<file path="config.mk">
export PLATFORM = sky130hd
export DESIGN_NAME = ssbc_sequencer
export DESIGN_NICKNAME = d
export VERILOG_FILES = /design/src/hw/ssbc_pkg.sv /design/src/hw/ssbc_sequencer.sv
export SDC_FILE = /design/constraint.sdc
export NUM_CORES = 2
export LEC_CHECK = 0
export BUFFER_PORTS_ARGS = -buffer_cell sky130_fd_sc_hd__buf_4
export CORE_UTILIZATION = 25
export CTS_CLUSTER_SIZE = 14
export DETAILED_ROUTE_END_ITERATION = 12
export PLACE_DENSITY = 0.43
export SLEW_MARGIN = 5
export SYNTH_ARGS = -nofsm -noshare
export SYNTH_HDL_FRONTEND = slang
export SYNTH_SLANG_ARGS = --single-unit
</file>
<file path="constraint.sdc">
create_clock -name clk -period 24.9 [get_ports clk]
set_input_delay 4.98 -clock clk [delete_from_list [all_inputs] [get_ports clk]]
set_output_delay 4.98 -clock clk [all_outputs]
set_load 0.03 [all_outputs]
</file>
<file path="src/hw/ssbc_pkg.sv">
// ssbc_pkg: shared constants and carriers for the bus sequencer
// assumes: byte-addressed host memory, 32-bit apb data
package ssbc_pkg;
  // ----------------------------------------
  // opcodes, word 0 bits 31:28
  // ----------------------------------------
  localparam logic [3:0] OP_NOP = 4'h0;
  localparam logic [3:0] OP_MOVE = 4'h1;
  localparam logic [3:0] OP_CHAINED = 4'h2; // chained_block_move
  localparam logic [3:0] OP_MEMMOVE = 4'h3;
  localparam logic [3:0] OP_JUMP = 4'h4;
  localparam logic [3:0] OP_CALL = 4'h5;
  localparam logic [3:0] OP_RETURN = 4'h6;
  localparam logic [3:0] OP_INT = 4'h7;
  localparam logic [3:0] OP_NONHALT = 4'h8; // nonhalting_interrupt_instr
  localparam logic [3:0] OP_WAIT_DISC = 4'h9;
  localparam logic [3:0] OP_SET = 4'hA;
  localparam logic [3:0] OP_CLEAR = 4'hB;
  localparam logic [3:0] OP_DISCONNECT = 4'hC;
  localparam logic [3:0] OP_REGMOVE = 4'hD;
  // ----------------------------------------
  // word 0 field positions; F_OFS_HI is in word 1
  // ----------------------------------------
  localparam int F_OP_HI = 31;
  localparam int F_OP_LO = 28;
  localparam int F_REL = 27; // relative branch, or pointer_indirect_qualifier on moves
  localparam int F_TABLE = 26;
  localparam int F_TARGET = 25;
  localparam int F_WHEN = 24;
  localparam int F_NOT = 23;
  localparam int F_PH_EN = 22;
  localparam int F_DATA_EN = 21;
  localparam int F_CARRY = 20;
  localparam int F_OR = 19;
  localparam int F_PH_HI = 18;
  localparam int F_PH_LO = 16;
  localparam int F_CNT_HI = 15;
  localparam int F_DATA_HI = 7;
  localparam int F_OFS_HI = 23;
  localparam int F_SB_ATN = 0;
  localparam int F_SB_ACK = 1;
  localparam int F_SB_CARRY = 2;
  localparam int F_RS_HI = 9;
  localparam int F_RS_LO = 8;
  localparam int F_RD_HI = 1;
  // ----------------------------------------
  // bus phases {msg, cd, io}
  // ----------------------------------------
  localparam logic [2:0] data_out_phase = 3'h0;
  localparam logic [2:0] data_in_phase = 3'h1;
  localparam logic [2:0] command_phase = 3'h2;
  localparam logic [2:0] status_phase = 3'h3;
  localparam logic [2:0] reserved_phase_a = 3'h4;
  localparam logic [2:0] reserved_phase_b = 3'h5;
  localparam logic [2:0] message_out_phase = 3'h6;
  localparam logic [2:0] message_in_phase = 3'h7;
  localparam int PH_IO = 0;
  // ----------------------------------------
  // apb map, reset values, steps
  // ----------------------------------------
  localparam logic [7:0] A_CTRL = 8'h00;
  localparam logic [7:0] A_IP = 8'h04;
  localparam logic [7:0] A_INTCODE = 8'h08;
  localparam logic [3:0] A_GP_PAGE = 4'h1; // 0x10..0x1c
  localparam int C_START = 0;
  localparam int C_IRQ_CLR = 1;
  localparam logic [31:0] IP_RST = 32'h0000_0000;
  localparam logic [31:0] WORD_STEP = 32'h0000_0004;
  localparam logic [31:0] PHASE_MISMATCH_CODE = 32'hFFFF_0001;
  localparam logic [1:0] GP_TABLE = 2'h0;
  localparam logic [1:0] GP_RET = 2'h3;
  // ----------------------------------------
  // carriers
  // ----------------------------------------
  typedef struct packed {
    logic bsy;
    logic req;
    logic ack;
    logic [2:0] phase;
    logic [7:0] data;
  } ssbc_bus_in_type;
  typedef struct packed {
    logic atn;
    logic ack;
    logic req;
    logic bsy;
    logic [2:0] phase;
    logic [7:0] data;
    logic atn_oe_n;
    logic ack_oe_n;
    logic req_oe_n;
    logic bsy_oe_n;
    logic phase_oe_n;
    logic data_oe_n;
  } ssbc_bus_out_type;
  typedef struct packed {
    logic req;
    logic we;
    logic [31:0] addr;
    logic [7:0] wdata;
  } ssbc_mem_req_type;
  typedef struct packed {
    logic ack;
    logic [31:0] rdata;
  } ssbc_mem_rsp_type;
endpackage : ssbc_pkg

</file>
<file path="src/hw/ssbc_sequencer.sv">
// ssbc_sequencer: instruction fetch, decode and bus handshake engine
// assumes: memory answers each request with one ack pulse; apb on clk
`timescale 1ns/1ps
// Contract
// - taken call branches and saves return address
// - taken jump branches, return register untouched
// - return reloads pointer; one level only
// - halting interrupt flags host and stops
// - non-halting interrupt flags host, keeps running
// - immediate form compares latched phase
// - deferred form compares phase at next req
// - target moves drive the named phase
// - relative branch adds signed offset to pointer
// - wait idles until bus goes free
// - target disconnect releases the bus
// - set/clear touch only selected bits
// - memory move copies bytes, bus untouched
// - conditions may test the carry bit
// - not inverts; and/or combine tests
// - eight bus phases supported
// - table indirect fetches count and address
// - pointer indirect reads data address first
// - attention and acknowledge drive bus lines
// - target qualifier enters target mode
// - registers moved by register number
module ssbc_sequencer (
  input wire logic clk, // 10 mhz
  input wire logic rst, // async, active high
  input wire logic psel, // apb select
  input wire logic penable, // apb enable
  input wire logic pwrite, // apb direction
  input wire logic [7:0] paddr, // apb byte address
  input wire logic [31:0] pwdata, // apb write data
  output logic [31:0] prdata, // apb read data
  output logic pready, // apb ready
  output logic pslverr, // apb error on unmapped
  output ssbc_pkg::ssbc_mem_req_type mem_o, // host memory request
  input wire ssbc_pkg::ssbc_mem_rsp_type mem_i, // host memory answer
  input wire ssbc_pkg::ssbc_bus_in_type bus_i, // bus pins in
  output ssbc_pkg::ssbc_bus_out_type bus_o, // bus pins out
  output logic host_irq // interrupt to host
);
  typedef enum logic [3:0] {
    ST_HALT, ST_F0, ST_F1, ST_F2, ST_EXEC, ST_DEFER, ST_TBL0, ST_TBL1,
    ST_PTR, ST_XPREP, ST_XSYNC, ST_XWR, ST_XDONE, ST_MMRD, ST_MMWR, ST_WDISC
  } ssbc_state_type;

  ssbc_state_type state_reg;
  ssbc_pkg::ssbc_bus_in_type s1_reg, s2_reg, s3_reg, bf_reg;
  logic req_prev_reg;
  logic [31:0] ip_reg, ir0_reg, ir1_reg, ir2_reg, intcode_reg, xaddr_reg, dst_reg;
  logic [31:0] maddr_reg;
  logic [31:0] gp_reg [4];
  logic [15:0] xcnt_reg;
  logic [7:0] byte_reg, first_byte_reg;
  logic [2:0] phase_lat_reg, phase_drv_reg;
  logic carry_reg, target_reg, atn_reg, ack_reg, req_reg, phase_oe_reg, data_oe_reg, irq_reg;
  logic req_rise, take_now, take_def, take, tgt, send, is_move, is_branch, defer_br;
  logic br_fire, irq_set, irq_clr, apb_wr, apb_hit, halt_now;
  logic [3:0] op;
  logic [2:0] ph;
  logic [31:0] dest, prdata_next;

  // ----------------------------------------
  // pin synchronisers
  // ----------------------------------------
  // a level only counts once stages two and three agree
  always_ff @(posedge clk or posedge rst) begin
    if (rst) begin
      s1_reg <= '0;
      s2_reg <= '0;
      s3_reg <= '0;
      bf_reg <= '0;
      req_prev_reg <= 1'b0;
    end else begin
      s1_reg <= bus_i;
      s2_reg <= s1_reg;
      s3_reg <= s2_reg;
      bf_reg <= (s2_reg & s3_reg) | (bf_reg & (s2_reg | s3_reg));
      req_prev_reg <= bf_reg.req;
    end
  end

  // ----------------------------------------
  // condition evaluation
  // ----------------------------------------
  function automatic logic cond_eval(input logic [31:0] w, input logic [2:0] p_in, input logic [7:0] d_in,
                                     input logic cy);
    logic p, d, en, any_hit, all_hit;
    p = p_in == w[ssbc_pkg::F_PH_HI:ssbc_pkg::F_PH_LO];
    d = d_in == w[ssbc_pkg::F_DATA_HI:0];
    en = w[ssbc_pkg::F_PH_EN] | w[ssbc_pkg::F_DATA_EN] | w[ssbc_pkg::F_CARRY];
    any_hit = (w[ssbc_pkg::F_PH_EN] & p) | (w[ssbc_pkg::F_DATA_EN] & d) | (w[ssbc_pkg::F_CARRY] & cy);
    all_hit = (!w[ssbc_pkg::F_PH_EN] | p) & (!w[ssbc_pkg::F_DATA_EN] | d) & (!w[ssbc_pkg::F_CARRY] | cy);
    return (en ? (w[ssbc_pkg::F_OR] ? any_hit : all_hit) : 1'b1) ^ w[ssbc_pkg::F_NOT];
  endfunction : cond_eval

  // decode and branch selection
  assign op = ir0_reg[ssbc_pkg::F_OP_HI:ssbc_pkg::F_OP_LO];
  assign ph = ir0_reg[ssbc_pkg::F_PH_HI:ssbc_pkg::F_PH_LO];
  assign req_rise = bf_reg.req & !req_prev_reg;
  assign is_move = (op == ssbc_pkg::OP_MOVE) || (op == ssbc_pkg::OP_CHAINED);
  assign is_branch = (op == ssbc_pkg::OP_JUMP) || (op == ssbc_pkg::OP_CALL) || (op == ssbc_pkg::OP_RETURN)
                     || (op == ssbc_pkg::OP_INT) || (op == ssbc_pkg::OP_NONHALT);
  assign defer_br = ir0_reg[ssbc_pkg::F_WHEN] & ir0_reg[ssbc_pkg::F_PH_EN];
  assign take_now = cond_eval(ir0_reg, phase_lat_reg, first_byte_reg, carry_reg);
  assign take_def = cond_eval(ir0_reg, bf_reg.phase, bf_reg.data, carry_reg);
  assign take = (state_reg == ST_DEFER) ? take_def : take_now;
  assign br_fire = is_branch && (((state_reg == ST_EXEC) && !defer_br) || ((state_reg == ST_DEFER) && req_rise));
  assign dest = ir0_reg[ssbc_pkg::F_REL] ? ip_reg + {{8{ir1_reg[ssbc_pkg::F_OFS_HI]}},
                ir1_reg[ssbc_pkg::F_OFS_HI:0]} : ir1_reg;
  assign halt_now = br_fire && take && (op == ssbc_pkg::OP_INT);
  assign tgt = target_reg | ir0_reg[ssbc_pkg::F_TARGET];
  // io set means data flows toward the initiator
  assign send = tgt ? ph[ssbc_pkg::PH_IO] : !ph[ssbc_pkg::PH_IO];
  assign apb_wr = psel & penable & pwrite;
  assign irq_clr = apb_wr && (paddr == ssbc_pkg::A_CTRL) && pwdata[ssbc_pkg::C_IRQ_CLR];
  assign irq_set = (br_fire && take && ((op == ssbc_pkg::OP_INT) || (op == ssbc_pkg::OP_NONHALT)))
                   || ((state_reg == ST_DEFER) && is_move && req_rise && !take_def);

  // ----------------------------------------
  // interrupt flag
  // ----------------------------------------
  // a set in the same cycle as a clear is kept
  always_ff @(posedge clk or posedge rst) begin
    if (rst) begin
      irq_reg <= 1'b0;
    end else begin
      irq_reg <= irq_set | (irq_reg & !irq_clr);
    end
  end

  // ----------------------------------------
  // sequencer, register file and bus drive
  // ----------------------------------------
  // apb writes sit first so the engine's own updates win
  always_ff @(posedge clk or posedge rst) begin
    if (rst) begin
      state_reg <= ST_HALT;
      ip_reg <= ssbc_pkg::IP_RST;
      ir0_reg <= '0;
      ir1_reg <= '0;
      ir2_reg <= '0;
      intcode_reg <= '0;
      xaddr_reg <= '0;
      dst_reg <= '0;
      maddr_reg <= '0;
      for (int i = 0; i < 4; i++) begin
        gp_reg[i] <= '0;
      end
      xcnt_reg <= '0;
      byte_reg <= '0;
      first_byte_reg <= '0;
      phase_lat_reg <= '0;
      phase_drv_reg <= '0;
      carry_reg <= 1'b0;
      target_reg <= 1'b0;
      atn_reg <= 1'b0;
      ack_reg <= 1'b0;
      req_reg <= 1'b0;
      phase_oe_reg <= 1'b0;
      data_oe_reg <= 1'b0;
    end else begin
      if (apb_wr && (paddr[7:4] == ssbc_pkg::A_GP_PAGE)) begin
        gp_reg[paddr[3:2]] <= pwdata;
      end
      if (apb_wr && (state_reg == ST_HALT) && (paddr == ssbc_pkg::A_IP)) begin
        ip_reg <= pwdata;
      end
      if (apb_wr && (state_reg == ST_HALT) && (paddr == ssbc_pkg::A_CTRL) && pwdata[ssbc_pkg::C_START]) begin
        state_reg <= ST_F0;
        maddr_reg <= ip_reg;
      end
      // phase seen by the initiator is latched at each req
      if (req_rise && !target_reg) begin
        phase_lat_reg <= bf_reg.phase;
        first_byte_reg <= bf_reg.data;
      end
      unique case (state_reg)
        ST_HALT: begin
        end
        ST_F0: begin
          if (mem_i.ack) begin
            ir0_reg <= mem_i.rdata;
            maddr_reg <= ip_reg + ssbc_pkg::WORD_STEP;
            state_reg <= ST_F1;
          end
        end
        ST_F1: begin
          if (mem_i.ack) begin
            ir1_reg <= mem_i.rdata;
            if (ir0_reg[ssbc_pkg::F_OP_HI:ssbc_pkg::F_OP_LO] == ssbc_pkg::OP_MEMMOVE) begin
              maddr_reg <= maddr_reg + ssbc_pkg::WORD_STEP;
              state_reg <= ST_F2;
            end else begin
              ip_reg <= maddr_reg + ssbc_pkg::WORD_STEP;
              state_reg <= ST_EXEC;
            end
          end
        end
        ST_F2: begin
          if (mem_i.ack) begin
            ir2_reg <= mem_i.rdata;
            ip_reg <= maddr_reg + ssbc_pkg::WORD_STEP;
            state_reg <= ST_EXEC;
          end
        end
        ST_EXEC: begin
          state_reg <= ST_F0;
          maddr_reg <= ip_reg;
          if (ir0_reg[ssbc_pkg::F_TARGET]) begin
            target_reg <= 1'b1;
          end
          if (is_branch && defer_br) begin
            state_reg <= ST_DEFER;
          end
          if (is_move) begin
            if (ir0_reg[ssbc_pkg::F_TABLE]) begin
              maddr_reg <= gp_reg[ssbc_pkg::GP_TABLE] + ir1_reg;
              state_reg <= ST_TBL0;
            end else if (ir0_reg[ssbc_pkg::F_REL]) begin
              maddr_reg <= ir1_reg;
              xcnt_reg <= ir0_reg[ssbc_pkg::F_CNT_HI:0];
              state_reg <= ST_PTR;
            end else begin
              xcnt_reg <= ir0_reg[ssbc_pkg::F_CNT_HI:0];
              xaddr_reg <= ir1_reg;
              state_reg <= tgt ? ST_XPREP : ST_DEFER;
            end
          end
          if (op == ssbc_pkg::OP_MEMMOVE) begin
            xcnt_reg <= ir0_reg[ssbc_pkg::F_CNT_HI:0];
            xaddr_reg <= ir1_reg;
            dst_reg <= ir2_reg;
            maddr_reg <= ir1_reg;
            if (ir0_reg[ssbc_pkg::F_CNT_HI:0] != '0) begin
              state_reg <= ST_MMRD;
            end
          end
          if (op == ssbc_pkg::OP_WAIT_DISC) begin
            state_reg <= ST_WDISC;
          end
          if ((op == ssbc_pkg::OP_SET) || (op == ssbc_pkg::OP_CLEAR)) begin
            // only the flagged bits move
            if (ir0_reg[ssbc_pkg::F_SB_ATN]) begin
              atn_reg <= (op == ssbc_pkg::OP_SET);
            end
            if (ir0_reg[ssbc_pkg::F_SB_ACK]) begin
              ack_reg <= (op == ssbc_pkg::OP_SET);
            end
            if (ir0_reg[ssbc_pkg::F_SB_CARRY]) begin
              carry_reg <= (op == ssbc_pkg::OP_SET);
            end
          end
          if ((op == ssbc_pkg::OP_DISCONNECT) && target_reg) begin
            target_reg <= 1'b0;
            phase_oe_reg <= 1'b0;
            req_reg <= 1'b0;
            data_oe_reg <= 1'b0;
          end
          if (op == ssbc_pkg::OP_REGMOVE) begin
            gp_reg[ir0_reg[ssbc_pkg::F_RD_HI:0]] <= gp_reg[ir0_reg[ssbc_pkg::F_RS_HI:ssbc_pkg::F_RS_LO]];
          end
        end
        ST_DEFER: begin
          // moves: phase must match at the next req, else halt
          if (is_move && req_rise) begin
            state_reg <= take_def ? ST_XPREP : ST_HALT;
            maddr_reg <= xaddr_reg;
            if (!take_def) begin
              intcode_reg <= ssbc_pkg::PHASE_MISMATCH_CODE;
            end
          end
        end
        ST_TBL0: begin
          if (mem_i.ack) begin
            xcnt_reg <= mem_i.rdata[ssbc_pkg::F_CNT_HI:0];
            maddr_reg <= maddr_reg + ssbc_pkg::WORD_STEP;
            state_reg <= ST_TBL1;
          end
        end
        ST_TBL1, ST_PTR: begin
          if (mem_i.ack) begin
            xaddr_reg <= mem_i.rdata;
            maddr_reg <= mem_i.rdata;
            state_reg <= tgt ? ST_XPREP : ST_DEFER;
          end
        end
        ST_XPREP: begin
          if (tgt) begin
            phase_drv_reg <= ph;
            phase_oe_reg <= 1'b1;
          end
          maddr_reg <= xaddr_reg;
          if (xcnt_reg == '0) begin
            state_reg <= ST_F0;
            maddr_reg <= ip_reg;
          end else if (!send) begin
            state_reg <= ST_XSYNC;
          end else if (mem_i.ack) begin
            byte_reg <= mem_i.rdata[7:0];
            data_oe_reg <= 1'b1;
            state_reg <= ST_XSYNC;
          end
        end
        ST_XSYNC: begin
          if (tgt) begin
            req_reg <= 1'b1;
          end
          if (tgt ? bf_reg.ack : bf_reg.req) begin
            if (!send) begin
              byte_reg <= bf_reg.data;
              state_reg <= ST_XWR;
            end else begin
              req_reg <= 1'b0;
              ack_reg <= !tgt;
              state_reg <= ST_XDONE;
            end
          end
        end
        ST_XWR: begin
          if (mem_i.ack) begin
            req_reg <= 1'b0;
            ack_reg <= !tgt;
            state_reg <= ST_XDONE;
          end
        end
        ST_XDONE: begin
          if (!(tgt ? bf_reg.ack : bf_reg.req)) begin
            ack_reg <= 1'b0;
            data_oe_reg <= 1'b0;
            xcnt_reg <= xcnt_reg - 16'h0001;
            xaddr_reg <= xaddr_reg + 32'h0000_0001;
            maddr_reg <= xaddr_reg + 32'h0000_0001;
            state_reg <= ST_XPREP;
          end
        end
        ST_MMRD: begin
          if (mem_i.ack) begin
            byte_reg <= mem_i.rdata[7:0];
            maddr_reg <= dst_reg;
            state_reg <= ST_MMWR;
          end
        end
        ST_MMWR: begin
          if (mem_i.ack) begin
            xcnt_reg <= xcnt_reg - 16'h0001;
            xaddr_reg <= xaddr_reg + 32'h0000_0001;
            dst_reg <= dst_reg + 32'h0000_0001;
            maddr_reg <= xaddr_reg + 32'h0000_0001;
            state_reg <= ST_MMRD;
            if (xcnt_reg == 16'h0001) begin
              maddr_reg <= ip_reg;
              state_reg <= ST_F0;
            end
          end
        end
        ST_WDISC: begin
          if (!bf_reg.bsy) begin
            maddr_reg <= ip_reg;
            state_reg <= ST_F0;
          end
        end
      endcase
      // branch effects, immediate or deferred
      if (br_fire) begin
        state_reg <= halt_now ? ST_HALT : ST_F0;
        maddr_reg <= ip_reg;
        if (take) begin
          if ((op == ssbc_pkg::OP_JUMP) || (op == ssbc_pkg::OP_CALL)) begin
            ip_reg <= dest;
            maddr_reg <= dest;
          end
          if (op == ssbc_pkg::OP_CALL) begin
            gp_reg[ssbc_pkg::GP_RET] <= ip_reg;
          end
          if (op == ssbc_pkg::OP_RETURN) begin
            ip_reg <= gp_reg[ssbc_pkg::GP_RET];
            maddr_reg <= gp_reg[ssbc_pkg::GP_RET];
          end
          if (op == ssbc_pkg::OP_INT) begin
            intcode_reg <= ir1_reg;
          end
        end
      end
    end
  end

  // ----------------------------------------
  // apb slave
  // ----------------------------------------
  // zero wait states; read data captured in the setup cycle
  always_comb begin
    apb_hit = 1'b1;
    prdata_next = '0;
    if (paddr == ssbc_pkg::A_CTRL) begin
      prdata_next = {28'h000_0000, target_reg, carry_reg, irq_reg, state_reg != ST_HALT};
    end else if (paddr == ssbc_pkg::A_IP) begin
      prdata_next = ip_reg;
    end else if (paddr == ssbc_pkg::A_INTCODE) begin
      prdata_next = intcode_reg;
    end else if ((paddr[7:4] == ssbc_pkg::A_GP_PAGE) && (paddr[1:0] == 2'h0)) begin
      prdata_next = gp_reg[paddr[3:2]];
    end else begin
      apb_hit = 1'b0;
    end
  end

  always_ff @(posedge clk or posedge rst) begin
    if (rst) begin
      prdata <= '0;
    end else if (psel && !penable) begin
      prdata <= prdata_next;
    end
  end

  assign pready = 1'b1;
  assign pslverr = psel & penable & !apb_hit;
  assign host_irq = irq_reg;

  // ----------------------------------------
  // memory and bus drive
  // ----------------------------------------
  assign mem_o.req = (state_reg == ST_F0) || (state_reg == ST_F1) || (state_reg == ST_F2)
                     || (state_reg == ST_TBL0) || (state_reg == ST_TBL1) || (state_reg == ST_PTR)
                     || ((state_reg == ST_XPREP) && send && (xcnt_reg != '0)) || (state_reg == ST_XWR)
                     || (state_reg == ST_MMRD) || (state_reg == ST_MMWR);
  assign mem_o.we = (state_reg == ST_XWR) || (state_reg == ST_MMWR);
  assign mem_o.addr = maddr_reg;
  assign mem_o.wdata = byte_reg;
  // atn, ack, req and bsy are open drain, driven only while asserted; phase and data follow their enables
  assign bus_o.atn = atn_reg;
  assign bus_o.ack = ack_reg;
  assign bus_o.req = req_reg;
  assign bus_o.bsy = target_reg;
  assign bus_o.phase = phase_drv_reg;
  assign bus_o.data = byte_reg;
  assign bus_o.atn_oe_n = !atn_reg;
  assign bus_o.ack_oe_n = !ack_reg;
  assign bus_o.req_oe_n = !req_reg;
  assign bus_o.bsy_oe_n = !target_reg;
  assign bus_o.phase_oe_n = !phase_oe_reg;
  assign bus_o.data_oe_n = !data_oe_reg;
endmodule : ssbc_sequencer

</file>
==> results_dict.tcl <==
set metrics [dict create \
    period_minus_slack_ns 11.17 \
    syn_to_final_growth_pct 16.2 \
    rsz0062_at_grt "false" \
    dr.pass1.iters 8 \
    dr.first_iter.drc_count 4178 \
    switchingPower_mw 3.03 \
    synthDistinctLibCells 94 \
    netlist_area_um2 37500 \
    ant_nets 0 \
    vias_per_cell 5.79 \
    syn-num-nets 4527 \
    start_kind "input port" \
    maxSlewViolCount 0 \
    period_share 0.448 \
    power_frac_seq 0.266 \
    final_hold_viol_count 0 \
    finalSetupTns_ns 0 \
    seq_area_um2 13100 \
    place_ws_ns 13.71 \
    dp.cells 6251 \
    grt_start_max_net_pins 74 \
    drc_errors 0 \
    slew_headroom 0.155 \
    clock_path_buffers 3 \
    multiInputGateArea_um2 22800 \
    antenna_found_initial 8 \
    power_density_nw_per_um2 137 \
    wl_per_cell_um 29.6 \
    nets 4556 \
    row_count 141 \
    ys_warn_count 0 \
    largest_register_ffs 128 \
    die_w_um 389 \
    cellInternalPower_mw 2.94 \
    grtUsageTotal 0.244 \
    pwr-share-clk 0.186 \
    total_leakage_power_nw 16.7 \
    layoutNonFillerInstCount 6382 \
    whs_ns 0.342 \
    dieArea_um2 151000 \
    ys_ff_latch 523 \
    grt_pass1_wl_mm 270 \
    syn_inst 4365 \
    crit_path_end_kind "output port" \
    critical_path_required_ns 19.92 \
    finalWorstSetupSlack_ns 13.73 \
    cts_tree "yes" \
    finalClockSkew_ns 0.0437 \
    fin_total_pwr_mw 5.97 \
    place.gp.congestion 0.971 \
    tightest_slew_ns 1.26 \
    cts-root-buf "clkbuf_16" \
    fp.coreArea_um2 148000 \
    cts_buffers 71 \
    overflow 0 \
    status "finished clean" \
    power_frac_comb 0.549 \
    r2r-start "state_reg[0]" \
    die_h_um 389 \
    synth_edf_count 0 \
    htree_levels 3 \
    post_cts_buffers 0 \
    hold_buffers 0 \
    yosys_most_used_dff "dfrtp_1" \
    ios 190 \
    yosysSeqAreaShare 0.349 \
    cp.arrival_ns 6.19 \
    dpl.hpwl_mm 138 \
    synth_async_sr_flop_share 1.00 \
    syn_avg_cell_area_um2 8.59 \
    start_util 0.253 \
    grt_pass1_vias 34900 \
    fill_cells 15800 \
    clock.fmax_ghz 0.0896 \
    hold_class "reg -> reg" \
    cap_viol_max_count 0 \
    path_clk_slew_ns 0.06 \
    critPathMaxFanout 6 \
    irDropWorstVdd_mv 0.0616 \
    routed_wl_mm 189 \
    swShare 0.507 \
    setup_viol 0 \
    min_from "s1_reg[10]" \
    vias 36900 \
    crit_start "paddr[5]" \
    numClockSinks 523 \
    worstSetupPathType "in -> out" \
    drive_gt1_frac 0.161 \
    clk_latency_ns 0.71 \
    io_buffers 188 \
    cts_resized 0 \
]
## path summary, 6_finish.rpt
kind / slack, ns / cells past startpoint / endpoint
worst max-delay path: 13.73 / 6 / pslverr
worst min-delay path: 0.34 / 0 / s2_reg[10]
worst max register to register: 19.95 / 11 / maddr_reg[23]
worst min register to register: 0.34 / 0 / s2_reg[10]
max in group asynchronous: 17.57 / 5 / gp_reg[46]
min in group asynchronous: 4.32 / 2 / s1_reg[6]
## per-stage QoR
stage | instance area [um^2] | util
2_1_floorplan | 37500 | -
3_5_place_dp | 41100 | 0.277
6_report | 43500 | 0.294
4_1_cts | 43500 | 0.294
3_3_place_gp | 41100 | 0.277
5_1_grt | 43500 | 0.294
## cell usage after synthesis (13+ instances only)
cell type	count	share of area
a211o_1	13	0.0030
a211oi_1	31	0.0062
a21o_1	41	0.0082
a21oi_1	425	0.057
a221o_1	19	0.0051
a221oi_1	64	0.015
a222oi_1	15	0.0040
a22o_1	39	0.0091
a22oi_1	76	0.015
a31oi_1	75	0.013
and2_1	21	0.0035
and3_1	61	0.010
and4_1	18	0.0042
buf_1	47	0.0047
buf_2	28	0.0037
buf_4	17	0.0034
clkbuf_1	273	0.027
dfrtp_1	523	0.35
ha_1	68	0.023
inv_1	67	0.0067
maj3_1	14	0.0037
mux2_2	104	0.031
mux2_4	31	0.012
mux2i_1	198	0.053
mux4_2	64	0.038
nand2_1	439	0.044
nand2b_1	24	0.0040
nand3_1	122	0.016
nand4_1	50	0.0083
nor2_1	448	0.045
nor2b_1	25	0.0042
nor3_1	74	0.0099
nor4_1	17	0.0028
o211ai_1	29	0.0058
o21a_1	14	0.0028
o21ai_0	314	0.042
o221ai_1	19	0.0044
o22ai_1	57	0.0095
o311ai_0	13	0.0030
o31ai_1	29	0.0058
xnor2_1	95	0.022
xor2_1	52	0.012
## layout make-up
cell class,instances,area share
Antenna cell,1,0.0000575
Clock buffer,99,0.0460
Sequential cell,523,0.301
Tap cell,1930,0.0555
Clock inverter,31,0.0110
Multi-Input combinational cell,3403,0.524
Inverter,68,0.00603
Timing Repair Buffer,327,0.0564
## critical path: stages
cell and delay [ns]:
buf_4 0.11, nor3_1 0.36, nand2_1 0.27, a31oi_1 0.23, nor2_1 0.06, buf_4 0.17
## power groups by stage
| stage | Clock [mW] | Sequential [mW] | Combinational (mW) |
|---|---|---|---|
| after CTS | 1.13 | 1.56 | 3.20 |
| after global placement | 0 | 1.58 | 3.17 |
| after detailed placement | 0 | 1.58 | 3.18 |
| final | 1.11 | 1.59 | 3.27 |
| after floorplan | 0 | 1.40 | 2.09 |
| after global routing | 1.16 | 1.61 | 3.50 |
## kinds of logic (layout without fill, tap and decap cells)
group	after synthesis	in the layout	share of synthesized area
other	1	2	0.000100
AOI/OAI and AO/OA	1397	1397	0.237
buffers and inverters	439	525	0.0475
xor gates and xnor gates	147	147	0.0344
adders and majority gates	84	84	0.0275
muxes	397	397	0.135
and+or+nand+nor	1377	1377	0.169
DFF	523	523	0.349
## metal layers
metal  vias to the layer above  global-route usage  part of all wire
met5                         -                   0          0.000063
li1                      16300                   -                 -
met1                     18500               0.361              0.47
met4                         2              0.0796             0.034
met2                      1826               0.351              0.42
met3                       281              0.0451             0.083
## layout by cell type, fill, tap and decap left out, types with 15 or more instances in the layout
cell,netlist,layout
clkbuf_1,273,16
a22oi_1,76,76
a22o_1,39,39
o211ai_1,29,29
mux4_2,64,64
clkbuf_16,0,71
nor4_1,17,15
ha_1,68,68
and4_1,18,17
o22ai_1,57,56
and2_1,21,21
mux2_2,104,104
dfrtp_1,523,520
a221oi_1,64,64
o221ai_1,19,19
o21ai_0,314,313
nand2b_1,24,24
xnor2_1,95,95
nor3_1,74,71
nand3_1,122,118
xor2_1,52,52
a31oi_1,75,75
nand2_1,439,436
a211oi_1,31,30
a221o_1,19,19
o31ai_1,29,29
inv_1,67,65
nand4_1,50,50
buf_4,17,327
a21oi_1,425,422
nor2_1,448,439
nor2b_1,25,24
clkinv_2,0,15
mux2_4,31,31
a21o_1,41,41
a222oi_1,15,15
mux2i_1,198,198
and3_1,61,60
Note: power is estimated with default switching activity, not from simulation.
